[config.mk]
export PLATFORM = sky130hd
export DESIGN_NAME = pma_pcs_control_status_bank
export DESIGN_NICKNAME = d
export VERILOG_FILES = /design/src/hdl/xcvr_regs_pkg.sv /design/src/hdl/pma_pcs_control_status_bank.sv
export SDC_FILE = /design/constraint.sdc
export NUM_CORES = 1
export LEC_CHECK = 0
export BUFFER_PORTS_ARGS = -buffer_cell sky130_fd_sc_hd__buf_2
export CAP_MARGIN = 0
export CORE_AREA = 2 2 383 385
export DETAILED_ROUTE_END_ITERATION = 12
export DIE_AREA = 0 0 385 387
export GPL_ROUTABILITY_DRIVEN = 0
export PLACE_DENSITY_LB_ADDON = 0.12
export SYNTH_ARGS = -nofsm -noshare
export SYNTH_HDL_FRONTEND = slang
export SYNTH_SLANG_ARGS = --single-unit
[constraint.sdc]
create_clock -name ref_clk -period 2.4 [get_ports ref_clk]
set_input_delay 0.24 -clock ref_clk [delete_from_list [all_inputs] [get_ports ref_clk]]
set_output_delay 0.24 -clock ref_clk [all_outputs]
set_load 0.05 [all_outputs]
[src/hdl/xcvr_regs_pkg.sv]
// Package with the register map, field positions and shared types of the transceiver control bank.
// Assumes a word-addressed management port with 32-bit data and one management clock.
// Overview of operation
// Loopback bit n puts channel n in loopback.
// Read-only bit shows channel signal detected.
// Force bit n locks CDR to data.
// Force bit n locks CDR to reference.
// Status bit shows CDR reached data lock.
// Status bit shows CDR locked to reference.
// Lane select steers every PCS register access.
// Select means group when striped, else lane; the bank always uses it as a lane number.
// Slip count readable in bits five to one.
// Receive FIFO error shown in bit zero.
// Transmit FIFO error shown in bit zero.
// Transmit slip amount from bits five to one.
// Transmit polarity bit inverts outgoing data.
// Receive polarity bit inverts incoming data.
// Rising edge of slip bit slips once.
// Byte reversal bit reverses receive byte order.
// Bit reversal bit reverses receive bit order.
// Pattern align bit starts manual alignment.
// Separate reconfiguration port per channel and PLL.
// Reconfiguration input carries seventy bits per port.
// Reconfiguration output drives forty-six bits per port.
// Master holds signals while wait request asserted.
// CDR automatic by default; forcing selects manual.
// Word addresses and 32-bit data, one space.
// Read-only writes ignored; unmapped reads return zero.
package xcvr_regs_pkg;
  localparam int unsigned NUM_CH        = 4;
  localparam int unsigned NUM_PLL       = 1;
  localparam int unsigned NUM_RECFG     = NUM_CH + NUM_PLL;
  localparam int unsigned RECFG_IN_W    = 70;
  localparam int unsigned RECFG_OUT_W   = 46;
  localparam int unsigned ADDR_W        = 9;
  localparam int unsigned DATA_W        = 32;
  localparam int unsigned LANE_W        = 2;
  localparam int unsigned SLIP_W        = 5;

  localparam logic [8:0] ADDR_LOOPBACK   = 9'h061;
  localparam logic [8:0] ADDR_SIG_DET    = 9'h063;
  localparam logic [8:0] ADDR_FORCE_DATA = 9'h064;
  localparam logic [8:0] ADDR_FORCE_REF  = 9'h065;
  localparam logic [8:0] ADDR_DATA_LOCK  = 9'h066;
  localparam logic [8:0] ADDR_REF_LOCK   = 9'h067;
  localparam logic [8:0] ADDR_LANE_SEL   = 9'h080;
  localparam logic [8:0] ADDR_RX_STATUS  = 9'h081;
  localparam logic [8:0] ADDR_TX_CTRL    = 9'h082;
  localparam logic [8:0] ADDR_TX_POL     = 9'h083;
  localparam logic [8:0] ADDR_RX_POL     = 9'h084;
  localparam logic [8:0] ADDR_RX_ALIGN   = 9'h085;

  localparam int unsigned FIFO_ERR_BIT   = 0;
  localparam int unsigned SLIP_LSB       = 1;
  localparam int unsigned SLIP_MSB       = 5;
  localparam int unsigned POL_BIT        = 0;
  localparam int unsigned PATALIGN_BIT   = 0;
  localparam int unsigned BITREV_BIT     = 1;
  localparam int unsigned BYTEREV_BIT    = 2;
  localparam int unsigned BITSLIP_BIT    = 3;
  localparam logic [31:0] RESET_WORD     = 32'h0000_0000;

  typedef struct packed {
    logic [ADDR_W-1:0] address;
    logic [DATA_W-1:0] writedata;
    logic              write;
    logic              read;
  } mgmt_req_t;

  typedef struct packed {
    logic              tx_fifo_err;
    logic              rx_fifo_err;
    logic [SLIP_W-1:0] rx_slip_count;
  } lane_status_t;

  typedef struct packed {
    logic              tx_invert;
    logic [SLIP_W-1:0] tx_slip;
    logic              rx_invert;
    logic              rx_bitslip_pulse;
    logic              rx_byterev;
    logic              rx_bitrev;
    logic              rx_patalign;
  } lane_ctrl_t;
endpackage : xcvr_regs_pkg

[src/hdl/pma_pcs_control_status_bank.sv]
// Control and status register bank for a multi-channel transceiver PHY.
// Assumes the management master keeps its request steady while waitrequest is high,
// and that all channel status inputs are synchronous to ref_clk.
`timescale 1ns/1ps
module pma_pcs_control_status_bank
  import xcvr_regs_pkg::*;
(
  input  wire logic                            ref_clk,           // Management clock.
  input  wire logic                            reset,             // Synchronous reset, active high.
  input  wire mgmt_req_t                       mgmt_req,          // Address, data, read and write.
  output logic [DATA_W-1:0]                    mgmt_readdata,     // Read data.
  output logic                                 mgmt_waitrequest,  // Stall request.
  input  wire logic [NUM_CH-1:0]               rx_signal_present, // Receiver signal detect per channel.
  input  wire logic [NUM_CH-1:0]               cdr_data_lock_state, // CDR locked to data.
  input  wire logic [NUM_CH-1:0]               cdr_ref_lock_state,  // CDR locked to reference.
  input  wire lane_status_t [NUM_CH-1:0]       lane_status,       // PCS status per lane.
  output logic [NUM_CH-1:0]                    serial_loopback,   // Loopback enable per channel.
  output logic [NUM_CH-1:0]                    cdr_force_data,    // Force lock to data.
  output logic [NUM_CH-1:0]                    cdr_force_ref,     // Force lock to reference.
  output logic [NUM_CH-1:0]                    cdr_manual_mode,   // CDR manual lock mode.
  output lane_ctrl_t [NUM_CH-1:0]              lane_ctrl,         // PCS controls per lane.
  input  wire logic [NUM_RECFG*RECFG_IN_W-1:0] reconfig_bus_in,   // From reconfiguration controller.
  output logic [NUM_RECFG*RECFG_OUT_W-1:0]     reconfig_bus_out,  // To reconfiguration controller.
  input  wire logic [NUM_RECFG*RECFG_OUT_W-1:0] reconfig_status   // Per-interface return word.
);

  typedef struct packed {
    logic [DATA_W-1:0]               readdata;
    logic                            wait_req;
    logic [NUM_CH-1:0]               loopback;
    logic [NUM_CH-1:0]               force_data;
    logic [NUM_CH-1:0]               force_ref;
    logic [NUM_CH-1:0]               manual;
    logic [LANE_W-1:0]               lane_sel;
    logic [NUM_CH-1:0]               tx_err;
    lane_ctrl_t [NUM_CH-1:0]         ctrl;
    logic [NUM_CH-1:0]               slip_level;
    logic [NUM_RECFG*RECFG_OUT_W-1:0] recfg_out;
  } state_t;

  state_t st;
  state_t next_st;

  logic [LANE_W-1:0] sel;
  logic              wr;
  logic              rd;

  always_comb begin
    next_st = st;
    sel = st.lane_sel;
    wr = mgmt_req.write;
    rd = mgmt_req.read;
    // Accesses complete in one cycle, so waitrequest never rises and no request is held.
    next_st.wait_req = 1'b0;
    next_st.readdata = RESET_WORD;
    for (int i = 0; i < NUM_CH; i++) begin
      next_st.ctrl[i].rx_bitslip_pulse = 1'b0;
      // Sticky error: a new error wins over a clearing write in the same cycle.
      if (wr && mgmt_req.address == ADDR_TX_CTRL && sel == LANE_W'(i) &&
          !mgmt_req.writedata[FIFO_ERR_BIT]) begin
        next_st.tx_err[i] = 1'b0;
      end
      if (lane_status[i].tx_fifo_err) begin
        next_st.tx_err[i] = 1'b1;
      end
    end
    if (wr) begin
      case (mgmt_req.address)
        ADDR_LOOPBACK: next_st.loopback = mgmt_req.writedata[NUM_CH-1:0];
        ADDR_FORCE_DATA: begin
          next_st.force_data = mgmt_req.writedata[NUM_CH-1:0];
          next_st.manual = st.manual | mgmt_req.writedata[NUM_CH-1:0];
        end
        ADDR_FORCE_REF: begin
          next_st.force_ref = mgmt_req.writedata[NUM_CH-1:0];
          next_st.manual = st.manual | mgmt_req.writedata[NUM_CH-1:0];
        end
        ADDR_LANE_SEL: next_st.lane_sel = mgmt_req.writedata[LANE_W-1:0];
        ADDR_TX_CTRL:
          next_st.ctrl[sel].tx_slip = mgmt_req.writedata[SLIP_MSB:SLIP_LSB];
        ADDR_TX_POL: next_st.ctrl[sel].tx_invert = mgmt_req.writedata[POL_BIT];
        ADDR_RX_POL: next_st.ctrl[sel].rx_invert = mgmt_req.writedata[POL_BIT];
        ADDR_RX_ALIGN: begin
          next_st.ctrl[sel].rx_byterev  = mgmt_req.writedata[BYTEREV_BIT];
          next_st.ctrl[sel].rx_bitrev   = mgmt_req.writedata[BITREV_BIT];
          next_st.ctrl[sel].rx_patalign = mgmt_req.writedata[PATALIGN_BIT];
          next_st.slip_level[sel]       = mgmt_req.writedata[BITSLIP_BIT];
          // Only a 0-to-1 change of the stored bit slips; rewriting a 1 does nothing.
          next_st.ctrl[sel].rx_bitslip_pulse =
            mgmt_req.writedata[BITSLIP_BIT] & ~st.slip_level[sel];
        end
        default: ;
      endcase
    end
    if (rd) begin
      case (mgmt_req.address)
        ADDR_LOOPBACK:   next_st.readdata = DATA_W'(st.loopback);
        ADDR_SIG_DET:    next_st.readdata = DATA_W'(rx_signal_present);
        ADDR_FORCE_DATA: next_st.readdata = DATA_W'(st.force_data);
        ADDR_FORCE_REF:  next_st.readdata = DATA_W'(st.force_ref);
        ADDR_DATA_LOCK:  next_st.readdata = DATA_W'(cdr_data_lock_state);
        ADDR_REF_LOCK:   next_st.readdata = DATA_W'(cdr_ref_lock_state);
        ADDR_LANE_SEL:   next_st.readdata = DATA_W'(st.lane_sel);
        ADDR_RX_STATUS: begin
          next_st.readdata[SLIP_MSB:SLIP_LSB] = lane_status[sel].rx_slip_count;
          next_st.readdata[FIFO_ERR_BIT]      = lane_status[sel].rx_fifo_err;
        end
        ADDR_TX_CTRL: begin
          next_st.readdata[SLIP_MSB:SLIP_LSB] = st.ctrl[sel].tx_slip;
          next_st.readdata[FIFO_ERR_BIT]      = st.tx_err[sel];
        end
        ADDR_TX_POL: next_st.readdata[POL_BIT] = st.ctrl[sel].tx_invert;
        ADDR_RX_POL: next_st.readdata[POL_BIT] = st.ctrl[sel].rx_invert;
        ADDR_RX_ALIGN: begin
          next_st.readdata[BITSLIP_BIT]  = st.slip_level[sel];
          next_st.readdata[BYTEREV_BIT]  = st.ctrl[sel].rx_byterev;
          next_st.readdata[BITREV_BIT]   = st.ctrl[sel].rx_bitrev;
          next_st.readdata[PATALIGN_BIT] = st.ctrl[sel].rx_patalign;
        end
        default: next_st.readdata = RESET_WORD;
      endcase
    end
    // Each reconfiguration port returns its own word toward the controller, registered.
    next_st.recfg_out = reconfig_status;
  end

  always_ff @(posedge ref_clk) begin
    if (reset) begin
      st <= '0;
    end else begin
      st <= next_st;
    end
  end

  // The 70-bit input words are sliced per port into recfg_word, which nothing in the bank reads.
  logic [RECFG_IN_W-1:0] recfg_word [NUM_RECFG];
  for (genvar g = 0; g < NUM_RECFG; g++) begin : g_recfg
    assign recfg_word[g] = reconfig_bus_in[g*RECFG_IN_W +: RECFG_IN_W];
  end

  assign mgmt_readdata    = st.readdata;
  assign mgmt_waitrequest = st.wait_req;
  assign serial_loopback  = st.loopback;
  assign cdr_force_data   = st.force_data;
  assign cdr_force_ref    = st.force_ref;
  assign cdr_manual_mode  = st.manual;
  assign lane_ctrl        = st.ctrl;
  assign reconfig_bus_out = st.recfg_out;

endmodule : pma_pcs_control_status_bank

==> results list, run 1 <==
* Clock Sink Count: 306
- The floorplan has 140 rows.
- Measured against its own limit, the worst slew margin works out to about 52%.
- Worst setup EP type: register
- Basic-gate share of the synthesized area counting and, or, nand and nor cells: between 10% and 20%
- Clock network latency to the later pin of the worst-skew pair: 610 ps
* Startpoint type of the worst setup path: register
- The count of buffers added on input and output ports is between 500 and 600.
- Data arrives at the worst endpoint at approximately 2700 ps.
- CP max stage delay: 550 ps
- TritonCTS created 46 clock buffers.
* Initial antenna violation count: 12
* Summed negative setup slack over all endpoints: 0 ps
* Multi-input logic area: 0.003699 mm2
* Remaining global-route overflow: 0
- Syn_area_per_cell: 9.947 um2
- Number of synthesized flops with an enable pin: 0
- The die is 387 um tall.
* Final routed DRC violation total: 0
- The worst register-to-register path has a setup slack of approximately 230 ps.
- CTS tree: built
- Slowest-stage cell, CP: sky130_fd_sc_hd__dlygate4sd3_1
* First-pass GRT wire length: 82800 um
- Max Clock Skew: 14.48 ps
- The core region is 0.1449 mm2.
* Number of cells on the worst reg-to-reg path: 7
- RSZ-0062 raised after global routing: false
* Worst hold slack after final layout: 94.74 ps
- At the pin with the least slew margin, the transition time is 727.5 ps.
- After filler insertion, the fill cell instance count of the layout stands at 16610.
* Area growth syn-to-layout: 57.32%
* Distinct cell type count after synthesis: 51
- CP Data Required Time: 2890 ps
* Total of max-cap violations: 0
- Power after layout: ~0.014 W
- In this run the worst setup path begins at sel[1]$_SDFFE_PP0P_.
* Clock-pin slew on the worst setup and hold paths: 60 ps
- Synthesis produced a netlist whose cell count is 1248.
- The critical path ends at st[278]$_SDFFE_PP0P_.
* Final setup fails: 0
* Vias per inst: 2.684
* Final standard cell area without fillers: 0.01953 mm2
- Summing the sequential cell areas from Yosys gives around half of the chip area.
- In the global route stage, overall resource usage came out at 7.764%.
- The H-tree generated during clock tree synthesis spans 2 levels.
* Count of instances resized after the clock tree is built: 0
- After detailed placement, the total cell area comes to 0.01558 mm2.
- Cell at the root of the clock tree: sky130_fd_sc_hd__clkbuf_16
- Die Span X: 385 um
* Sum of net half-perimeters after detailed placement: approximately 47000 um
- In this run the critical register-to-register path is captured at st[278]$_SDFFE_PP0P_.
- The critical path in this run is classified as register to register.
- Top Ports: approximately 990
- For this run, the number of Yosys warnings is 0.
- Number of global-route vias before repair: 11240
- Storage cell area: 0.006126 mm2
- Leakage Power: between 8 and 9 nW
- Total Nets Final: 2474
* Hold violation count in the final report: 0
* Period utilisation layout: between 90 and 100%
* Worst voltage drop across the vdd grid: 0.0004962 V
- The signal on the critical path passes through buf_4 -> nor2_1 -> buf_4 -> nand3b_1 -> a21oi_1 -> nor2_1 -> dlygate4sd3_1.
- Total power density per cell area: ~730 mW/mm2
- Top_reg_cell synth: sky130_fd_sc_hd__dfxtp_1
- Summing the areas of all xor and xnor instances in the mapped netlist gives 0.07055% of the synthesized area.
* Main combinational cell family by area after synthesis: buffers and inverters
* Maximum clock frequency: 460.4 MHz
* Effective utilization at floorplan: roughly 8.6%
* Hold buffer count at cts: 243
- Setup bufs post-CTS: 0
- WL per Instance: between 15 and 20 um
- Share of synthesized flip-flops with an asynchronous set or reset: 0%
* Max-slew violations: 0
- The synthesized netlist devotes 0% of its cell area to adder and majority cells.
* Die ar.: 0.1490 mm2
- Iteration count of the initial detailed-routing pass: 4
* Core Util, Final: 13.48%
- Antenna-violating nets left: 0
- After detailed routing, the total wire length is 59570 um.
* Min cycle time layout: around 2200 ps
- Compound-Gate Fraction of Synth Area: roughly 4.6%
- For this block, the via count after detailed routing is 10100.
- Layout cells sized above 1: 39.52%
- Counting along the longest clock path gives a buffer depth of 3.
- The startpoint identified for the worst hold timing path is mgmt_req[4].
- Counting flops and latches in the post-synthesis netlist gives 306.
* Worst Hold Class: primary input to register
- Starting DRC count in detailed routing: approximately 270
- In this run the cell area of the synthesized design comes to 0.01241 mm2.
- Launching point of the worst reg2reg path: sel[1]$_SDFFE_PP0P_
- Multiplexer cells account for 6.047% of the synthesized area.
* Outcome: finished clean
- Largest net degree at the start of global routing: 128
- Along the worst path, the maximum fanout reaches 10.
-- cell usage after synthesis, types with 3 or more instances --
library cell               number  area [um2]
sky130_fd_sc_hd__buf_4        323        2425
sky130_fd_sc_hd__dfxtp_1      306        6126
sky130_fd_sc_hd__nor2b_1      244        1526
sky130_fd_sc_hd__clkbuf_1      52       195.2
sky130_fd_sc_hd__nor2_1        50       187.7
sky130_fd_sc_hd__a21oi_1       43       215.2
sky130_fd_sc_hd__nand2_1       43       161.4
sky130_fd_sc_hd__mux2i_1       30       300.3
sky130_fd_sc_hd__o21ai_0       23       115.1
sky130_fd_sc_hd__nand3_1       21       105.1
sky130_fd_sc_hd__mux4_2        17       382.9
sky130_fd_sc_hd__nor3_1         8       40.04
sky130_fd_sc_hd__buf_2          7       35.03
sky130_fd_sc_hd__mux2_2         6       67.56
sky130_fd_sc_hd__nand4_1        6       37.54
sky130_fd_sc_hd__a22oi_1        5       37.54
sky130_fd_sc_hd__and2_1         5       31.28
sky130_fd_sc_hd__or3_1          5       31.28
sky130_fd_sc_hd__inv_1          4       15.01
sky130_fd_sc_hd__a221oi_1       3       26.28
sky130_fd_sc_hd__a31oi_1        3       18.77
sky130_fd_sc_hd__and3_1         3       18.77
-- layout by cell type (no fill, tap or decap), types with 10 or more instances in the layout --
cell and instances:
sky130_fd_sc_hd__nand2_1 43, sky130_fd_sc_hd__nor2b_1 244, sky130_fd_sc_hd__clkbuf_16 46, sky130_fd_sc_hd__clkinv_2 10
sky130_fd_sc_hd__a21oi_1 43, sky130_fd_sc_hd__dlygate4sd3_1 243, sky130_fd_sc_hd__buf_2 583, sky130_fd_sc_hd__mux4_2 17
sky130_fd_sc_hd__clkbuf_1 10, sky130_fd_sc_hd__nor2_1 50, sky130_fd_sc_hd__mux2i_1 30, sky130_fd_sc_hd__buf_4 41
sky130_fd_sc_hd__o21ai_0 23, sky130_fd_sc_hd__nand3_1 21, sky130_fd_sc_hd__dfxtp_1 306, sky130_fd_sc_hd__conb_1 27
-- stage by stage --
step,setup WS [ps],std cells
6_report,227.8,3763
5_1_grt,55.59,3761
4_1_cts,180.1,3759
3_5_place_dp,85.09,3435
3_3_place_gp,107.6,3435
2_1_floorplan,481.4,1274
-- worst max-delay path: cells and delay by family, from the launching register on --
family | cells | cell delay (ps)
buffers and inverters | 3 | 1080
DFF | 1 | 530
and+or+nand+nor | 3 | 300
AOI/OAI and AO/OA | 1 | 140
-- flip-flops by register name (all words and copies together) (netlist names) --
signal and count:
lane_ctrl 44, serial_loopback 4, cdr_force_data 4, st 8, cdr_force_ref 4, sel 2, reconfig_bus_out 230, cdr_manual_mode 4
mgmt_readdata 6
-- worst min path at each step --
stage | to | slack (ps) | cells past startpoint
finish | lane_ctrl[13]$_SDFFE_PP0P_ | 90 | 3
global route | lane_ctrl[6]$_SDFFE_PP0P_ | 60 | 3
CTS | lane_ctrl[6]$_SDFFE_PP0P_ | 40 | 3
detailed placement | reconfig_bus_out[13]$_SDFF_PP0_ | 450 | 2
global placement | reconfig_bus_out[128]$_SDFF_PP0_ | 450 | 2
floorplan | st[278]$_SDFFE_PP0P_ | 360 | 2
-- power breakdown --
| part | internal (W) | switching [W] | total (W) |
|---|---|---|---|
| Sequential | 0.00529 | 0.0000552 | 0.00535 |
| Clock | 0.00409 | 0.00276 | 0.00685 |
| Combinational | 0.000721 | 0.00137 | 0.00209 |
| Total | 0.0101 | 0.00418 | 0.0143 |
-- cells by family after synthesis --
kind of cell	Yosys count
multiplexers	53
flip-flops	306
other	1
XOR/XNOR	1
AND/OR/NAND/NOR	401
AO/OA/AOI/OAI	96
buffers and inverters	390
-- layer usage --
layer  vias to the layer above  global-route usage (%)  part of all wire, %
met4                         2                   2.081                  2.5
met5                         -                       0                0.027
met3                        82                   4.210                   12
li1                       4811                       -                    -
met1                      4700                   8.534                   39
met2                       506                   12.87                   46
-- layout make-up --
cell class | instances | share of cell area (%)
diodes | 4 | 0.05125
inverters | 4 | 0.07688
flip-flops and latches | 306 | 31.37
clock buffers | 60 | 6.368
multi-input cells | 578 | 18.94
repair buffers | 873 | 29.56
clock inverters | 21 | 1.358
well taps | 1917 | 12.28
No activity file was read; power rests on OpenSTA's default activity.
==> run 2, diff against run 1 <==
--- a/config.mk
+++ b/config.mk
@@ -5,11 +5,12 @@
 export SDC_FILE = /design/constraint.sdc
 export NUM_CORES = 1
 export LEC_CHECK = 0
+export ABC_AREA = 1
 export BUFFER_PORTS_ARGS = -buffer_cell sky130_fd_sc_hd__buf_2
 export CAP_MARGIN = 0
-export CORE_AREA = 2 2 383 385
+export CORE_AREA = 2 2 385 387
 export DETAILED_ROUTE_END_ITERATION = 12
-export DIE_AREA = 0 0 385 387
+export DIE_AREA = 0 0 387 389
 export GPL_ROUTABILITY_DRIVEN = 0
 export PLACE_DENSITY_LB_ADDON = 0.12
 export SYNTH_ARGS = -nofsm -noshare
==> run 2 against run 1 <==
Net effect: worst setup slack worse by 42 ps; critical endpoint is now mgmt_readdata[5]$_SDFF_PP0_; critical path type unchanged; wire length up 12%; critical path depth up 2; non-clock buffer count up 22; combinational power about the same.
==> results list, run 2 <==
- Total wire length after detailed routing: 66610 um (+12%)
- The global-route wire length before repair is 92870 um (+12%).
- The register bit total from synthesis came to 306 (unchanged).
* Largest cells by area after synthesis: sky130_fd_sc_hd__dfxtp_1 (45%), sky130_fd_sc_hd__buf_4 (18%), sky130_fd_sc_hd__nor2_1 (8.9%)
- Y dimension of the die: 389 um (+0.52%)
* Die ar.: 0.1505 mm2 (+1.0%)
- In this run the worst hold path is classified as primary input to register.
* Core Util, Final: 14.25% (+0.77 points)
* Top Ports: 988 (unchanged)
- The leakage power summed over all cells was 10.21 nW (+21%).
* Distinct cell type count after synthesis: 33 (-35%)
- Stages on worst setup path: 9 (+2)
* Main combinational cell family by area after synthesis: buffers and inverters
* Cell accounting for the most synthesized area: sky130_fd_sc_hd__dfxtp_1
- The placeable core region was 0.1466 mm2 (+1.2%).
- The number of standard cells in the layout, taps in and fillers out was 4380 (+16%).
* Number of filler instances in the final layout: 17020 (+2.5%)
* Standard-cell row count: 141 (+0.71%)
- The simple logic cell fraction of the synthesized area is 20.22% (+2.0 points).
- Leaving out fill and tap cells, the most frequent cells in the layout are sky130_fd_sc_hd__buf_2 (583), sky130_fd_sc_hd__nor2_1 (320), sky130_fd_sc_hd__inv_1 (307), sky130_fd_sc_hd__dfxtp_1 (306), sky130_fd_sc_hd__dlygate4sd3_1 (246).
- The die extent in x is 387 um (+0.52%).
* Multi-input logic area: 0.003727 mm2 (+0.78%)
- Count of port buffers added during placement: 584 (unchanged)
* Slowest-stage cell, CP: sky130_fd_sc_hd__dlygate4sd3_1
- The cell area after synthesis was 0.01361 mm2 (+9.6%).
* Portion of netlist area occupied by mux cells: 0% (-6.0 points)
- The number of nets with antenna violations after routing is 0 (unchanged).
- XOR/XNOR share of the synthesized area: 0% (-0.071 points)
* Clock Sink Count: 306 (unchanged)
* Largest net degree at the start of global routing: 46 (-64%)
- Total Nets Final: 3072 (+24%)
- The post-route cell area is 0.02089 mm2 (+6.9%).
- The worst-case vdd ir drop came to 0.0004334 V (-13%).
* Area growth syn-to-layout: 53.44%
- Maximum fanout count along the critical path: 10 (unchanged)
* Total power density per cell area: 680.8 mW/mm2 (-6.9%)
- Worst-path cell chain: inv_1 -> nor2_2 -> buf_4 -> buf_4 -> a22oi_1 -> dlygate4sd3_1 -> nand2_1 -> nand2_1 -> a21oi_1
* Number of synthesized flops with an enable pin: 0 (unchanged)
- Post-detailed-placement cell area: 0.01692 mm2 (+8.6%)
- The max-slew headroom at the worst pin was 60.64% (+9.1 points).
- Outcome: finished clean
- Remaining global-route overflow: 0 (unchanged)
* Min cycle time layout: 2214 ps (+41.65 ps)
- Ranked by instance count, the synthesized netlist is headed by sky130_fd_sc_hd__buf_4 (326), sky130_fd_sc_hd__nor2_1 (322), sky130_fd_sc_hd__inv_1 (308), sky130_fd_sc_hd__dfxtp_1 (306), sky130_fd_sc_hd__nand2_1 (239).
- The tree is rooted in a sky130_fd_sc_hd__clkbuf_16.
- Num CTS Buffers: 46 (unchanged)
- The setup TNS came to 0 ps (unchanged).
- Clock network latency to the later pin of the worst-skew pair: 610 ps (about the same)
- Post-synthesis sequential area ratio: 45.00% (-4.3 points)
- Total global routing track utilization: 8.588% (+0.82 points)
* Top_reg_cell synth: sky130_fd_sc_hd__dfxtp_1
- Path type of the worst setup path: register to register
* Effective utilization at floorplan: 9.285% (+0.72 points)
* Hold violation count in the final report: 0 (unchanged)
- Family of cells with the greatest summed delay on the critical path: buffers and inverters
- Period utilisation layout: 92.24% (+1.7 points)
- Storage cell area: 0.006126 mm2 (unchanged)
- The adder and majority cell fraction of the synthesized area is 0% (unchanged).
- Worst setup EP type: register
* Compound-Gate Fraction of Synth Area: 6.379% (+1.8 points)
- Starting DRC count in detailed routing: 414 (+54%)
- Initial antenna violation count: 31 (+19)
- Clock-pin slew on the worst setup and hold paths: 60 ps (about the same)
- Layout cells sized above 1: 31.18% (-8.3 points)
- Synth Warn #: 0 (unchanged)
* Flip-flop count of the largest register after layout: 230 (unchanged)
- The transition at the pin with the smallest max-transition slack was 588.2 ps (-139.2 ps).
- The worst setup path is launched from a register.
- Sum of net half-perimeters after detailed placement: 53130 um (+13%)
- CP Data Required Time: 2930 ps (+40 ps)
- Iteration count of the initial detailed-routing pass: 4 (unchanged)
- The number of max-cap violations came to 0 (unchanged).
- The post-detailed-route via-to-cell ratio came to 2.827 (+5.3%).
- Final routed DRC violation total: 0 (unchanged)
* Dominant cell by count in the synthesized netlist: sky130_fd_sc_hd__buf_4
* Placed Cells incl. Taps: 4041 (+18%)
- The total count of max-transition violations in the final report was 0 (unchanged).
- Cell count after synthesis: 1820 (+46%)
- CP max stage delay: 560 ps (about the same)
* WL per Instance: 15.21 um (-3.9%)
- The cell depth of the worst hold path is 3 (unchanged).
- Max Clock Skew: 16.99 ps (+2.507 ps)
- Syn_area_per_cell: 7.479 um2 (-25%)
* Maximum level of the CTS H-tree: 2 (unchanged)
* CTS tree: built
* Power after layout: 0.01422 W (-0.45%)
- The combined buffer and inverter count along the critical path was 4 (+1).
* Number of global-route vias before repair: 12710 (+13%)
- Setup repair after global routing left no endpoint under its margin.
- The setup-violating endpoint count in the final report was 0 (unchanged).
- The peak clock frequency supported by timing was 451.7 MHz (-1.9%).
* Yosys top cell area share: 45.00% (-4.3 points)
- Data arrival time of the critical path: 2750 ps (+90 ps)
- The depth of the worst register-to-register path came to 9 (+2).
- The via count is 12380 (+23%).
- Leaving out fill and tap cells, the most frequent cell in the layout is sky130_fd_sc_hd__buf_2.
- The maximum count of clock buffers along a single path was 3 (unchanged).
* Share of synthesized flip-flops with an asynchronous set or reset: 0% (unchanged)
[run 2: cell count changes in the layout (fill, tap and decap cells not counted), sizes merged, moves of 13 or more]
| cell | previous run | this run |
|---|---|---|
| o22ai | 1 | 14 |
| nand2 | 43 | 249 |
| nor2b | 244 | 0 |
| mux2i | 30 | 0 |
| nor2 | 51 | 335 |
| mux4 | 17 | 0 |
| o21ai | 23 | 70 |
| nand3 | 21 | 71 |
| inv | 4 | 312 |
| buf | 630 | 648 |
[run 2: logic make-up (layout without fill, tap and decap cells)]
| kind of cell | after synthesis | count (layout) |
|---|---|---|
| buffers and inverters | 694 | 1292 |
| and+or+nand+nor | 669 | 669 |
| DFF | 306 | 306 |
| AOI/OAI and AO/OA | 150 | 150 |
| other | 1 | 33 |
[run 2: repair_timing]
action                                 CTS  global route
setup buffers                            0             2
endpoints found under the hold margin  243             0
hold buffers                           246             0
gates resized for setup                  0             1
setup endpoints to repair                0             2
[run 2: layer usage]
layer  global-route usage [%]  vias to the layer above  part of all wire, %
li1                         -                     6271                    -
met1                    10.44                     5582                   43
met2                    13.91                      427                   45
met3                    3.326                       88                  8.5
met4                    2.624                       16                  2.4
met5                        0                        -                 0.15
[run 2: worst min-delay path, stage by stage]
cell,delay (ps)
sky130_fd_sc_hd__buf_2,190
sky130_fd_sc_hd__nand3_1,130
sky130_fd_sc_hd__a21oi_1,60
[run 2: worst paths after layout]
check                                          start                             to  slack (ps)
worst max-delay path             sel[0]$_SDFFE_PP0P_    mgmt_readdata[5]$_SDFF_PP0_         190
worst min-delay path                     mgmt_req[4]  cdr_force_ref[2]$_SDFFE_PP0P_          90
worst max register to register   sel[0]$_SDFFE_PP0P_    mgmt_readdata[5]$_SDFF_PP0_         190
worst min register to register  st[233]$_SDFFE_PP0P_           st[233]$_SDFFE_PP0P_         450
[run 2: report_power, final]
| group | switching, W | internal, W | leakage [nW] | total [W] |
|---|---|---|---|---|
| logic | 0.00140 | 0.000693 | 6.96 | 0.00209 |
| registers | 0.0000444 | 0.00529 | 2.53 | 0.00534 |
| clock network | 0.00280 | 0.00398 | 0.713 | 0.00679 |
[run 2: layout make-up]
type	instances	share of cell area (%)
Antenna cell	6	0.07189
Clock buffer	69	6.260
Tap cell	1930	11.56
Clock inverter	16	0.7848
Multi-Input combinational cell	846	17.85
Timing Repair Buffer	895	28.52
Sequential cell	306	29.33
Inverter	312	5.625
[run 2: stage by stage]
stage	hold WS, ps	worst slack (ps)
after floorplan	347.0	943.8
after global placement	441.8	55.63
after detailed placement	442.3	32.65
after CTS	32.29	124.5
after global routing	81.06	15.58
final	92.20	186.1
